## src/common/ltdo_regs.vh

```
/*
  register map, field positions, reset values and timing constants for the
  limit test / digital output block. assumes a 32-bit apb slave, byte addresses.
*/
`ifndef LTDO_REGS_VH
`define LTDO_REGS_VH

// ==========================================================
// register offsets (byte addresses)
`define LTDO_OFF_CTRL      12'h000
`define LTDO_OFF_CMD       12'h004
`define LTDO_OFF_UPA       12'h008
`define LTDO_OFF_LOA       12'h00c
`define LTDO_OFF_UPB       12'h010
`define LTDO_OFF_LOB       12'h014
`define LTDO_OFF_PULSE_MS  12'h018
`define LTDO_OFF_STATUS    12'h01c
`define LTDO_OFF_EVENT     12'h020
`define LTDO_OFF_SIGN      12'h024

// ==========================================================
// control register fields
`define LTDO_CTRL_EN_A     0
`define LTDO_CTRL_EN_B     1
`define LTDO_CTRL_ACLR_A   2
`define LTDO_CTRL_ACLR_B   3
`define LTDO_CTRL_SENSE_LO 4
`define LTDO_CTRL_OUT_EN   5
`define LTDO_CTRL_PULSE    6
`define LTDO_CTRL_LATCH    7
`define LTDO_CTRL_RESET    8'h0c

// ==========================================================
// command register fields (write-one pulses)
`define LTDO_CMD_CLR_A     0
`define LTDO_CMD_CLR_B     1
`define LTDO_CMD_PANEL_OFF 2

// ==========================================================
// bound reset values, 33-bit two's complement magnitude field
`define LTDO_UPA_RESET     33'h0_0000_0001
`define LTDO_LOA_RESET     33'h1_ffff_ffff
`define LTDO_UPB_RESET     33'h0_0000_0002
`define LTDO_LOB_RESET     33'h1_ffff_fffe
`define LTDO_BOUND_MAX     33'h0_ffff_ffff

// ==========================================================
// pulse timing: duration held in milliseconds
`define LTDO_PULSE_MS_RESET 27'd2
`define LTDO_PULSE_MS_MIN   27'd1
`define LTDO_PULSE_MS_MAX   27'd99999999
`define LTDO_CLK_HZ         100000000
`define LTDO_MS_CYCLES      (`LTDO_CLK_HZ / 1000)

`endif

```

## src/verilog/ltdo_compare.v

```verilog
/*
  one limit pair comparator: signed reading against upper and lower bounds.
  assumes 33-bit two's complement operands, purely combinational.
*/
`timescale 1ns/100ps

module ltdo_compare #(
  parameter W = 33                  // operand width
) (
  input  wire [W-1:0] reading,       // signed reading
  input  wire [W-1:0] upper,         // signed upper bound
  input  wire [W-1:0] lower,         // signed lower bound
  input  wire         enable,        // pair test enabled
  output wire         hit_hi,        // reading at or above upper
  output wire         hit_lo         // reading at or below lower
);

  // ==========================================================
  // compare; equal to a bound counts as failing, disabled never fails
  assign hit_hi = enable & ($signed(reading) >= $signed(upper));
  assign hit_lo = enable & ($signed(reading) <= $signed(lower));

endmodule // ltdo_compare

```

## src/verilog/ltdo_pulse.v

```verilog
/*
  pulse timer for the digital outputs: a millisecond tick divider and a
  down counter in milliseconds. assumes one clock, start/stop from same domain.
*/
`timescale 1ns/100ps
`include "ltdo_regs.vh"

module ltdo_pulse #(
  parameter MS_CYCLES = `LTDO_MS_CYCLES   // clock cycles per millisecond
) (
  input  wire        pclk,          // clock
  input  wire        presetn,       // async reset, active low
  input  wire        start,         // begin a pulse (failing reading)
  input  wire        stop,          // abort (in-limit reading)
  input  wire [26:0] dur_ms,        // duration in milliseconds
  output reg         active_r       // pulse running
);

  // ==========================================================
  // millisecond tick divider, restarted at each pulse start
  reg  [31:0] div_r;                // cycle count inside a millisecond
  reg  [26:0] ms_r;                 // milliseconds left
  wire        tick;                 // one-cycle millisecond enable

  assign tick = (div_r == MS_CYCLES - 1);

  // ----------------------------------------------------------
  // load count at start, count down on ticks; start wins over stop
  always @(posedge pclk or negedge presetn) begin
    if (!presetn) begin
      div_r    <= 32'h0000_0000;
      ms_r     <= 27'h000_0000;
      active_r <= 1'b0;
    end else if (start) begin
      div_r    <= 32'h0000_0000;
      ms_r     <= dur_ms;
      active_r <= 1'b1;
    end else if (stop) begin
      active_r <= 1'b0;
    end else if (active_r) begin
      div_r <= tick ? 32'h0000_0000 : div_r + 32'h0000_0001;
      if (tick) begin
        // last millisecond ends the pulse
        if (ms_r <= 27'h000_0001) begin
          active_r <= 1'b0;
        end
        ms_r <= ms_r - 27'h000_0001;
      end
    end
  end

endmodule // ltdo_pulse

```

## src/verilog/ltdo_top.v

```verilog
/*
  limit test and digital output block: apb register file, two limit pairs,
  sticky fail flags, five output lines with polarity, pulse and master latch.
  assumes readings arrive as one-cycle strobes on pclk and that idle and
  trigger-source passes are one-cycle strobes from the sequencing logic.
*/
// What this block does
// - pair a bounds, signed, defaults 1 and -1
// - pair b bounds, same range, defaults 2, -2
// - separate pair enables; disabled pair never fails
// - fail when reading reaches or passes bound
// - fail flag one bit; hi/lo in events
// - clear command resets pair fail flag
// - autoclear on idle entry, default enabled
// - without autoclear flag holds until clear
// - output polarity select, active high default
// - global output enable, off after reset
// - pulse duration 0.001..99999.999 s, default 0.002
// - master latch enable, default off
// - pair b indication when only b enabled
// - panel limit disable turns off both pairs
// - channel slot 1/2, two-digit channel number
// - every completed reading goes to enabled tests
// - pulse per failing reading, cut by pass
// - master line on any fail, latched or not
// - lines: lo a, hi a, lo b, hi b, master
`timescale 1ns/100ps
`include "ltdo_regs.vh"

module ltdo_top #(
  parameter MS_CYCLES = `LTDO_MS_CYCLES   // cycles per millisecond
) (
  input  wire        pclk,           // apb clock, 100 MHz
  input  wire        presetn,        // async reset, active low
  input  wire        psel,           // apb select
  input  wire        penable,        // apb access phase
  input  wire        pwrite,         // apb direction
  input  wire [11:0] paddr,          // apb byte address
  input  wire [31:0] pwdata,         // apb write data
  output reg  [31:0] prdata,         // apb read data
  output wire        pready,         // apb ready
  output wire        pslverr,        // apb error
  input  wire        rd_valid,       // completed measurement strobe
  input  wire [32:0] rd_value,       // signed reading
  input  wire [7:0]  rd_chan,        // reading channel: slot*100+ch coded
  input  wire        idle_enter,     // operation enters idle, one cycle
  input  wire        ctl_src_pass,   // trigger passes control source
  input  wire        panel_lim_off,  // panel limit disable, one cycle
  output reg  [4:0]  dout_r,         // digital output lines 1..5
  output reg         ind_hi_r,       // high annunciator
  output reg         ind_lo_r,       // low annunciator
  output reg         ind_in_r,       // in-limit indication
  output reg  [1:0]  ind_pair_r      // pair shown: 1 or 2, 0 none
);

  // ==========================================================
  // registers
  reg  [7:0]  ctrl_r;                // control bits
  reg  [32:0] upa_r;                 // pair a upper bound
  reg  [32:0] loa_r;                 // pair a lower bound
  reg  [32:0] upb_r;                 // pair b upper bound
  reg  [32:0] lob_r;                 // pair b lower bound
  reg  [26:0] pulse_ms_r;            // pulse duration, ms
  reg  [1:0]  fail_r;                // sticky fail flags a, b
  reg  [3:0]  event_r;               // sticky lo a, hi a, lo b, hi b
  reg  [3:0]  hit_r;                 // last reading per bound
  reg         master_r;              // master line state
  reg  [7:0]  last_chan_r;           // channel of last reading

  wire        wr_en;                 // write taken this cycle
  wire        rd_en;                 // read taken this cycle
  wire        hia;                   // pair a high hit
  wire        loa;                   // pair a low hit
  wire        hib;                   // pair b high hit
  wire        lob;                   // pair b low hit
  wire [3:0]  hit;                   // lo a, hi a, lo b, hi b
  wire        any_fail;              // any bound failing now
  wire        pulse_on;              // pulse timer running
  wire        clr_a;                 // clear pair a
  wire        clr_b;                 // clear pair b

  // ==========================================================
  // apb slave: zero wait states, error on unmapped addresses
  assign wr_en   = psel & penable & pwrite;
  assign rd_en   = psel & penable & ~pwrite;
  assign pready  = 1'b1;
  assign pslverr = psel & penable & ~addr_ok(paddr);

  // mapped address decode, used by the error response only
  function addr_ok;
    input [11:0] a;
    begin
      addr_ok = (a[1:0] == 2'b00) && (a <= `LTDO_OFF_SIGN);
    end
  endfunction

  // negate-or-zero-extend a 32-bit magnitude by its sign bit into 33 bits
  function [32:0] to_bound;
    input [31:0] mag;
    input        neg;
    begin
      to_bound = neg ? (33'h0_0000_0000 - {1'b0, mag}) : {1'b0, mag};
    end
  endfunction

  // clamp pulse duration into the programmable range
  function [26:0] clamp_ms;
    input [31:0] v;
    begin
      if (v < {5'h00, `LTDO_PULSE_MS_MIN}) begin
        clamp_ms = `LTDO_PULSE_MS_MIN;
      end else if (v > {5'h00, `LTDO_PULSE_MS_MAX}) begin
        clamp_ms = `LTDO_PULSE_MS_MAX;
      end else begin
        clamp_ms = v[26:0];
      end
    end
  endfunction

  // ----------------------------------------------------------
  // bounds are written as magnitude plus a sticky sign register;
  // software writes the sign word first, then the magnitude
  reg  [3:0] sign_r;                 // sign for upa, loa, upb, lob

  // ==========================================================
  // configuration registers
  always @(posedge pclk or negedge presetn) begin
    if (!presetn) begin
      ctrl_r     <= `LTDO_CTRL_RESET;
      upa_r      <= `LTDO_UPA_RESET;
      loa_r      <= `LTDO_LOA_RESET;
      upb_r      <= `LTDO_UPB_RESET;
      lob_r      <= `LTDO_LOB_RESET;
      pulse_ms_r <= `LTDO_PULSE_MS_RESET;
      sign_r     <= 4'h0;
    end else begin
      if (panel_lim_off) begin
        // panel disable drops both pairs at once
        ctrl_r[`LTDO_CTRL_EN_A] <= 1'b0;
        ctrl_r[`LTDO_CTRL_EN_B] <= 1'b0;
      end else if (wr_en && paddr == `LTDO_OFF_CTRL) begin
        ctrl_r <= pwdata[7:0];
      end
      if (wr_en) begin
        case (paddr)
          `LTDO_OFF_SIGN:     sign_r     <= pwdata[3:0];
          `LTDO_OFF_UPA:      upa_r      <= to_bound(pwdata, sign_r[0]);
          `LTDO_OFF_LOA:      loa_r      <= to_bound(pwdata, sign_r[1]);
          `LTDO_OFF_UPB:      upb_r      <= to_bound(pwdata, sign_r[2]);
          `LTDO_OFF_LOB:      lob_r      <= to_bound(pwdata, sign_r[3]);
          `LTDO_OFF_PULSE_MS: pulse_ms_r <= clamp_ms(pwdata);
          default:            sign_r     <= sign_r;
        endcase
      end
    end
  end

  // clear commands are write-one pulses, not stored
  assign clr_a = wr_en && (paddr == `LTDO_OFF_CMD) && pwdata[`LTDO_CMD_CLR_A];
  assign clr_b = wr_en && (paddr == `LTDO_OFF_CMD) && pwdata[`LTDO_CMD_CLR_B];

  // ==========================================================
  // comparators, one per pair
  ltdo_compare #(.W(33)) u_cmp_a (
    .reading (rd_value),
    .upper   (upa_r),
    .lower   (loa_r),
    .enable  (ctrl_r[`LTDO_CTRL_EN_A]),
    .hit_hi  (hia),
    .hit_lo  (loa)
  );

  ltdo_compare #(.W(33)) u_cmp_b (
    .reading (rd_value),
    .upper   (upb_r),
    .lower   (lob_r),
    .enable  (ctrl_r[`LTDO_CTRL_EN_B]),
    .hit_hi  (hib),
    .hit_lo  (lob)
  );

  assign hit      = {hib, lob, hia, loa};   // bit order = line 4..1
  assign any_fail = |hit;

  // ==========================================================
  // fail flags and event bits; a reading that fails in the clear
  // cycle wins, so no failure is ever dropped
  always @(posedge pclk or negedge presetn) begin
    if (!presetn) begin
      fail_r      <= 2'b00;
      event_r     <= 4'h0;
      hit_r       <= 4'h0;
      last_chan_r <= 8'h00;
    end else begin
      if (rd_valid) begin
        hit_r       <= hit;
        last_chan_r <= rd_chan;
      end
      // pair a flag: set on fail, clear by command or idle autoclear
      if (rd_valid && (hia || loa)) begin
        fail_r[0] <= 1'b1;
      end else if (clr_a || (idle_enter && ctrl_r[`LTDO_CTRL_ACLR_A])) begin
        fail_r[0] <= 1'b0;
      end
      // pair b flag
      if (rd_valid && (hib || lob)) begin
        fail_r[1] <= 1'b1;
      end else if (clr_b || (idle_enter && ctrl_r[`LTDO_CTRL_ACLR_B])) begin
        fail_r[1] <= 1'b0;
      end
      // hi/lo detail kept apart from the one-bit flags; read clears
      if (rd_valid) begin
        event_r <= (rd_en && paddr == `LTDO_OFF_EVENT) ? hit : (event_r | hit);
      end else if (rd_en && paddr == `LTDO_OFF_EVENT) begin
        event_r <= 4'h0;
      end
    end
  end

  // ==========================================================
  // pulse timer
  ltdo_pulse #(.MS_CYCLES(MS_CYCLES)) u_pulse (
    .pclk     (pclk),
    .presetn  (presetn),
    .start    (rd_valid & any_fail & ctrl_r[`LTDO_CTRL_PULSE]),
    .stop     (rd_valid & ~any_fail),
    .dur_ms   (pulse_ms_r),
    .active_r (pulse_on)
  );

  // ==========================================================
  // master line: latched holds until control-source pass
  always @(posedge pclk or negedge presetn) begin
    if (!presetn) begin
      master_r <= 1'b0;
    end else if (rd_valid && any_fail) begin
      master_r <= 1'b1;
    end else if (ctrl_r[`LTDO_CTRL_LATCH]) begin
      if (ctl_src_pass) begin
        master_r <= 1'b0;
      end
    end else if (rd_valid) begin
      master_r <= 1'b0;                      // in all bounds
    end
  end

  // ==========================================================
  // output lines: level or pulse, polarity, global enable
  reg [4:0] act;                             // active-high line state
  always @* begin
    act = {master_r, hit_r};
    if (ctrl_r[`LTDO_CTRL_PULSE] && !pulse_on) begin
      act[3:0] = 4'h0;                       // pulsed lines idle
    end
    if (!ctrl_r[`LTDO_CTRL_OUT_EN]) begin
      act = 5'h00;
    end
  end

  always @(posedge pclk or negedge presetn) begin
    if (!presetn) begin
      dout_r <= 5'h00;                       // inactive, active-high default
    end else begin
      dout_r <= ctrl_r[`LTDO_CTRL_SENSE_LO] ? ~act : act;
    end
  end

  // ==========================================================
  // front indicators: pair a when enabled, else pair b when enabled, else none
  always @(posedge pclk or negedge presetn) begin
    if (!presetn) begin
      ind_hi_r   <= 1'b0;
      ind_lo_r   <= 1'b0;
      ind_in_r   <= 1'b0;
      ind_pair_r <= 2'd0;
    end else if (ctrl_r[`LTDO_CTRL_EN_A]) begin
      ind_hi_r   <= hit_r[1];
      ind_lo_r   <= hit_r[0];
      ind_in_r   <= ~|hit_r[1:0];
      ind_pair_r <= 2'd1;
    end else if (ctrl_r[`LTDO_CTRL_EN_B]) begin
      ind_hi_r   <= hit_r[3];
      ind_lo_r   <= hit_r[2];
      ind_in_r   <= ~|hit_r[3:2];            // inside pair b message
      ind_pair_r <= 2'd2;
    end else begin
      ind_hi_r   <= 1'b0;
      ind_lo_r   <= 1'b0;
      ind_in_r   <= 1'b0;
      ind_pair_r <= 2'd0;
    end
  end

  // ==========================================================
  // read mux; bounds read back as 32-bit magnitude, sign in sign register
  always @* begin
    case (paddr)
      `LTDO_OFF_CTRL:     prdata = {24'h00_0000, ctrl_r};
      `LTDO_OFF_UPA:      prdata = upa_r[32] ? (32'h0 - upa_r[31:0]) : upa_r[31:0];
      `LTDO_OFF_LOA:      prdata = loa_r[32] ? (32'h0 - loa_r[31:0]) : loa_r[31:0];
      `LTDO_OFF_UPB:      prdata = upb_r[32] ? (32'h0 - upb_r[31:0]) : upb_r[31:0];
      `LTDO_OFF_LOB:      prdata = lob_r[32] ? (32'h0 - lob_r[31:0]) : lob_r[31:0];
      `LTDO_OFF_PULSE_MS: prdata = {5'h00, pulse_ms_r};
      `LTDO_OFF_STATUS:   prdata = {16'h0000, last_chan_r, 4'h0, pulse_on,
                                    master_r, fail_r};
      `LTDO_OFF_EVENT:    prdata = {28'h000_0000, event_r};
      `LTDO_OFF_SIGN:     prdata = {28'h0, lob_r[32], upb_r[32], loa_r[32], upa_r[32]};
      default:            prdata = 32'h0000_0000;
    endcase
  end

endmodule // ltdo_top

```

## config.mk

```make
export PLATFORM = sky130hd
export DESIGN_NAME = ltdo_top
export DESIGN_NICKNAME = d
export VERILOG_FILES = /design/src/verilog/ltdo_compare.v /design/src/verilog/ltdo_pulse.v /design/src/verilog/ltdo_top.v
export VERILOG_INCLUDE_DIRS = /design/src /design/src/common
export SDC_FILE = /design/constraint.sdc
export NUM_CORES = 1
export LEC_CHECK = 0
export ABC_CLOCK_PERIOD_IN_PS = 4500
export BUFFER_PORTS_ARGS = -buffer_cell sky130_fd_sc_hd__buf_2
export CAP_MARGIN = 20
export CORE_MARGIN = 8
export CORE_UTILIZATION = 60
export CTS_CLUSTER_DIAMETER = 200
export DETAILED_ROUTE_END_ITERATION = 8
export GPL_ROUTABILITY_DRIVEN = 0
export PLACE_DENSITY = 0.77
export SYNTH_ARGS = -nofsm -noshare
export SYNTH_HDL_FRONTEND = slang
export SYNTH_SLANG_ARGS = --single-unit
```

## constraint.sdc

```tcl
create_clock -name pclk -period 4.5 [get_ports pclk]
set_input_delay 0.9 -clock pclk [delete_from_list [all_inputs] [get_ports pclk]]
set_output_delay 0.9 -clock pclk [all_outputs]
set_load 0.02 [all_outputs]
```

## Word level (Yosys, flattened, before mapping)

Cells that the tools add are included.

- Input bits: 94
- Bits in registers: 260
- Output and inout bits: 44

- Reductions and logical operators: 41
- Add/sub/neg operators: 7
- Equality and inequality tests: 12
- Mux-type cells: 48
- Magnitude comparators: 8
- Bitwise logic cells: 17

Operator list:

| kind | number |
|---|---|
| 32-bit one-hot mux with 9 select lines | 1 |
| 32-bit 2-to-1 mux | 8 |
| 27-bit 2-to-1 mux | 6 |
| 33-bit 2-to-1 mux | 4 |
| 1-bit by 32-bit subtractor with 32-bit output, first input constant | 4 |
| 33-bit >= comparator | 2 |
| 33-bit <= comparator | 2 |
| 12-bit by 5-bit equality test with 1-bit output, second input constant | 4 |
| 1-bit by 32-bit subtractor with 33-bit output, first input constant | 1 |
| 32-bit by 1-bit adder with 32-bit output, second input constant | 1 |
| 32-bit by 17-bit equality test with 1-bit output, second input constant | 1 |
| 32-bit by 27-bit > comparator with 1-bit output, second input constant | 1 |
| 32-bit by 1-bit < comparator with 1-bit output, second input constant | 1 |
| 27-bit by 1-bit <= comparator with 1-bit output, second input constant | 1 |
| 27-bit by 1-bit subtractor with 27-bit output, second input constant | 1 |
| 12-bit by 4-bit equality test with 1-bit output, second input constant | 2 |
| 12-bit by 6-bit equality test with 1-bit output, second input constant | 2 |
| 1-bit 2-to-1 mux | 19 |
| 2-bit AND reduction | 9 |
| 4-bit 2-to-1 mux | 4 |
| 12-bit by 3-bit equality test with 1-bit output, second input constant | 1 |
| 12-bit by 6-bit <= comparator with 1-bit output, second input constant | 1 |
| 1-bit logical AND | 12 |
| 12-bit zero test | 1 |
| other kinds (16) | 44 |

## Depth between registers and ports, before layout

- Depth in word-level cells: 7
- Mapped depth: 14
- Depth with buffers taken out: 11

## Cells and area by module

From an unflattened synthesis, not the netlist that was laid out.

- Cells, all modules: 2491
- Area total of the unflattened synthesis: 20449.6 µm²

By module, submodules not included:

| module | times used | cells each | area each (µm²) |
|---|---|---|---|
| ltdo_top | 1 | 1611 | 13521.7 |
| ltdo_pulse | 1 | 410 | 3567.2 |
| ltdo_compare | 2 | 235 | 1680.4 |

## Worst setup path after synthesis

Ideal clock, no wire load.

- Path kind: in2out
- Start point: input port paddr[8]
- End point: output port prdata[1]
- Arrival time: 3.178 ns
- Cell stages on the path: 9
- Path slack: 0.422 ns
- Cells stage by stage: nor4_1 -> nand2_1 -> or3_1 -> clkbuf_1 -> nor2_1 -> clkbuf_1 -> clkbuf_1 -> a21oi_1 -> o211ai_1

- Word-level cells in the longest chain between the ends: 2
- Elaborated cells on any way between the ends: 10
- Classes of those cells: eq/ne (8); mux (1); reduce/logical (1)

RTL lines:

| what | RTL line | source |
|---|---|---|
| start, declared | ltdo_top.v:38 | `input wire [11:0] paddr,` |
| 12-bit by 6-bit equality test with 1-bit output (tied with other cells) | ltdo_top.v:297 | `case (paddr)` |
| 32-bit one-hot mux with 9 select lines (*) | ltdo_top.v:297 |  |
| end, declared | ltdo_top.v:40 | `output reg [31:0] prdata,` |

Mark *: on every way between the ends. The rest lies on a longest branch, timed or not.

## Worst setup path after layout

- Start point: register loa_r[0]
- End point: output port prdata[14]

- Word-level cells in the longest chain between the ends: 3

RTL lines:

| what | RTL line | source |
|---|---|---|
| start, declared | ltdo_top.v:60 | `reg [32:0] loa_r;` |
| start signal, assigned | ltdo_top.v:131 | `` loa_r <= `LTDO_LOA_RESET; `` |
| start signal, assigned | ltdo_top.v:148 | `` `LTDO_OFF_LOA: loa_r <= to_bound(pwdata, sign_r[1]); `` |
| 1-bit by 32-bit subtractor with 32-bit output | ltdo_top.v:300 | `` `LTDO_OFF_LOA: prdata = loa_r[32] ? (32'h0 - loa_r[31:0]) : loa_r[31:0]; `` |
| 32-bit 2-to-1 mux | ltdo_top.v:300 |  |
| 32-bit one-hot mux with 9 select lines | ltdo_top.v:297 |  |

Every way passes these cells.

==> impl_metrics.json <==
{
  "outcome": "finished, violations left",
  "violations": "negative setup slack",
  "final_util": 0.707,
  "seq_area_frac_synth": 0.331,
  "peakVddDrop_mv": 0.300,
  "cts_root_buffer": "clkbuf_16",
  "async_reset_ff_frac": 1.00,
  "max_cap_viol_count": 0,
  "synth_seq_cells": 260,
  "synth_edf_count": 0,
  "cp-start-kind": "register",
  "critPathRequiredTime_ns": 3.60,
  "dp_slack_ns": -0.137,
  "ctsHoldBuffers": 0,
  "first_pass_iters": 7,
  "ys_top_cells_by_count": "nand2_1 (353), o21ai_0 (206), dfrtp_1 (190)",
  "wl_met3_um": 11300,
  "via_count": 20300,
  "leakage_nw": 9.16,
  "routed_wl_um": 73000,
  "die_h_um": 198,
  "io_buffers": 136,
  "grt_remaining_overflow": 0,
  "synth_cell_types": 81,
  "synth_top_area_share": 0.238,
  "clk_pin_slew_ns": 0.07,
  "top_layer": "met4",
  "grt_pass1_wl_um": 111000,
  "grt_setup_unrepaired": "true",
  "cts.sinks": 260,
  "drive_above_1_share": 0.181,
  "period_share": 1.03,
  "met1_length_um": 27900,
  "fillers": 2518,
  "wl_per_cell_um": 24.1,
  "post-dp-hpwl_um": 52400,
  "rows": 66,
  "syn2layout_area_growth_pct": 15.8,
  "hold_viol_final": 0,
  "ys_top_cells_by_area": "dfrtp_1 (24%), dfstp_2 (9.2%), ha_1 (8.8%), xnor2_1 (7.3%), nand2_1 (6.6%)",
  "track_usage": 0.361,
  "synth_area_per_cell_sq_um": 8.23,
  "vias_per_cell": 6.70,
  "ios": 138,
  "critPathMaxFanout": 5,
  "insertion_delay_ns": 0.59,
  "met2_length_um": 29500,
  "antenna_found_initial": 4,
  "max-slew-margin-rel": 0.361,
  "initial_core_util": 0.611,
  "h-tree-depth": 1,
  "layout_min_cycle_time_ns": 4.64,
  "yosys_warnings": 0,
  "synth_fp_nets": 2655,
  "max_freq_mhz": 215,
  "cts_tree": "yes",
  "numCtsBuffers": 31,
  "synth.most_common_cell": "nand2_1",
  "synth.largest_area_cell": "dfrtp_1",
  "setup_viol": 8,
  "grt_max_degree": 117,
  "end_kind": "output port",
  "cellPowerDensity_mw_per_mm2": 258,
  "dieArea_sq_mm": 0.0393,
  "synthCells": 2421,
  "crit_type": "reg -> out",
  "skew_ns": 0.0186,
  "cts_max_path_buffers": 3,
  "min_path_type": "in -> async",
  "worstPathArrival_ns": 3.74,
  "drcViolationCount": 0,
  "yosys_most_used_dff": "dfrtp_1",
  "coreArea_sq_mm": 0.0326,
  "grt_pass1_vias": 19100,
  "timing.final.max_slew_violations": 0,
  "die_width_um": 198,
  "synthesis.area_sq_mm": 0.0199,
  "setup_slack_ns": -0.143,
  "final_nets": 2788,
  "final_antenna_net_count": 0,
  "worst_pin_slew_ns": 0.949,
  "drt_iter0_drc": 2887
}
[metrics by stage]
step	TNS (ns)	hold slack [ns]	std cells	total power [W]	cell area [sq um]
CTS	-0.497	0.438	3008	0.00594	22800
finish	-0.728	0.397	3025	0.00595	23100
floorplan	0	0.352	2421	0.00270	19900
global placement	-0.00294	0.464	2938	0.00291	21400
global route	-1.20	0.481	3025	0.00610	23100
detailed placement	-0.940	0.475	2938	0.00293	21400
[cells by family (layout without fill, tap and decap cells)]
group,after synthesis,count (layout),synth area share
AO/OA/AOI/OAI,583,583,0.187
XOR/XNOR,268,268,0.118
adder cells (fa/ha/maj),140,140,0.0879
buffers and inverters,308,466,0.0600
flip-flops,260,260,0.331
multiplexers,31,31,0.0166
other,1,5,0.000188
AND/OR/NAND/NOR,830,830,0.200
[layout make-up]
type                            count  area, sq um  share of cell area
Multi-Input combinational cell   1853        12400               0.539
Sequential cell                   260         6600               0.286
Timing Repair Buffer              240         1600              0.0695
Clock buffer                       39          876              0.0380
Inverter                          168          631              0.0273
Tap cell                          442          553              0.0240
Clock inverter                     19          359              0.0156
Antenna cell                        4         10.0            0.000434
[registers in the layout (all words and copies together) (netlist names), 2 cells and up]
name and count:
ctrl_r 8, dout_r 5, event_r 4, fail_r 2, hit_r 4, ind_pair_r 2
last_chan_r 8, loa_r 33, lob_r 33, pulse_ms_r 27, sign_r 4, u_pulse.div_r 32
u_pulse.ms_r 27, upa_r 33, upb_r 33
[critical path, stage by stage, from the launching register on]
cell	delay (ns)
dfstp_2	0.61
inv_1	0.08
ha_1	0.24
nand4_1	0.22
nand3b_1	0.29
buf_4	0.19
o21ai_4	0.05
xnor2_2	0.18
a222oi_1	0.56
o21ai_1	0.17
a21oi_1	0.20
o21ai_1	0.14
buf_4	0.21
[placed cells by master (no fill, tap or decap), types with 12 or more instances in the layout]
cell type	n
xnor2_1	165
xor2_1	102
a222oi_1	22
o21ai_1	12
ha_1	140
a221oi_1	13
nor4_1	24
dfstp_2	70
nand3_1	64
dfrtp_1	187
mux2i_1	14
nor2_1	154
nand2_1	350
clkbuf_16	31
nand2b_1	13
mux2_2	17
inv_1	166
buf_4	100
buf_2	129
or3_1	29
a31oi_1	15
nor3_1	33
a22oi_1	13
o21ai_0	193
o31ai_1	28
a21oi_1	137
a21o_1	14
nand4_1	55
[worst paths after layout]
check                           slack, ns  depth (start not counted)           endpoint       from
worst max-delay path                -0.14                         12         prdata[14]   loa_r[0]
worst min-delay path                 0.40                          1          upa_r[30]    presetn
worst max register to register       0.19                         13  u_pulse.div_r[19]  loa_r[10]
worst min register to register       0.48                          2          upb_r[31]  upb_r[31]
max in group asynchronous            3.09                          2          loa_r[26]    presetn
min in group pclk                    0.48                          2          upb_r[31]  upb_r[31]
[routing by layer]
metal / vias up / global-route usage
met5: - / 0
met4: 0 / 0.175
met3: 341 / 0.0988
met2: 1594 / 0.511
met1: 9506 / 0.501
li1: 8822 / -
[where the power goes]
group	leakage (nW)	switching, W	internal (W)
combinational	5.39	0.000316	0.000183
sequential	3.17	0.0000384	0.00237
clock	0.608	0.00109	0.00195
total	9.16	0.00144	0.00450
[timing repair]
item / CTS / global route
pin swaps: 5 / 15
buffers inserted: 12 / 13
endpoints found under the setup margin: 11 / 14
gates resized for setup: 29 / 39
Note: power is estimated with default switching activity, not from simulation.
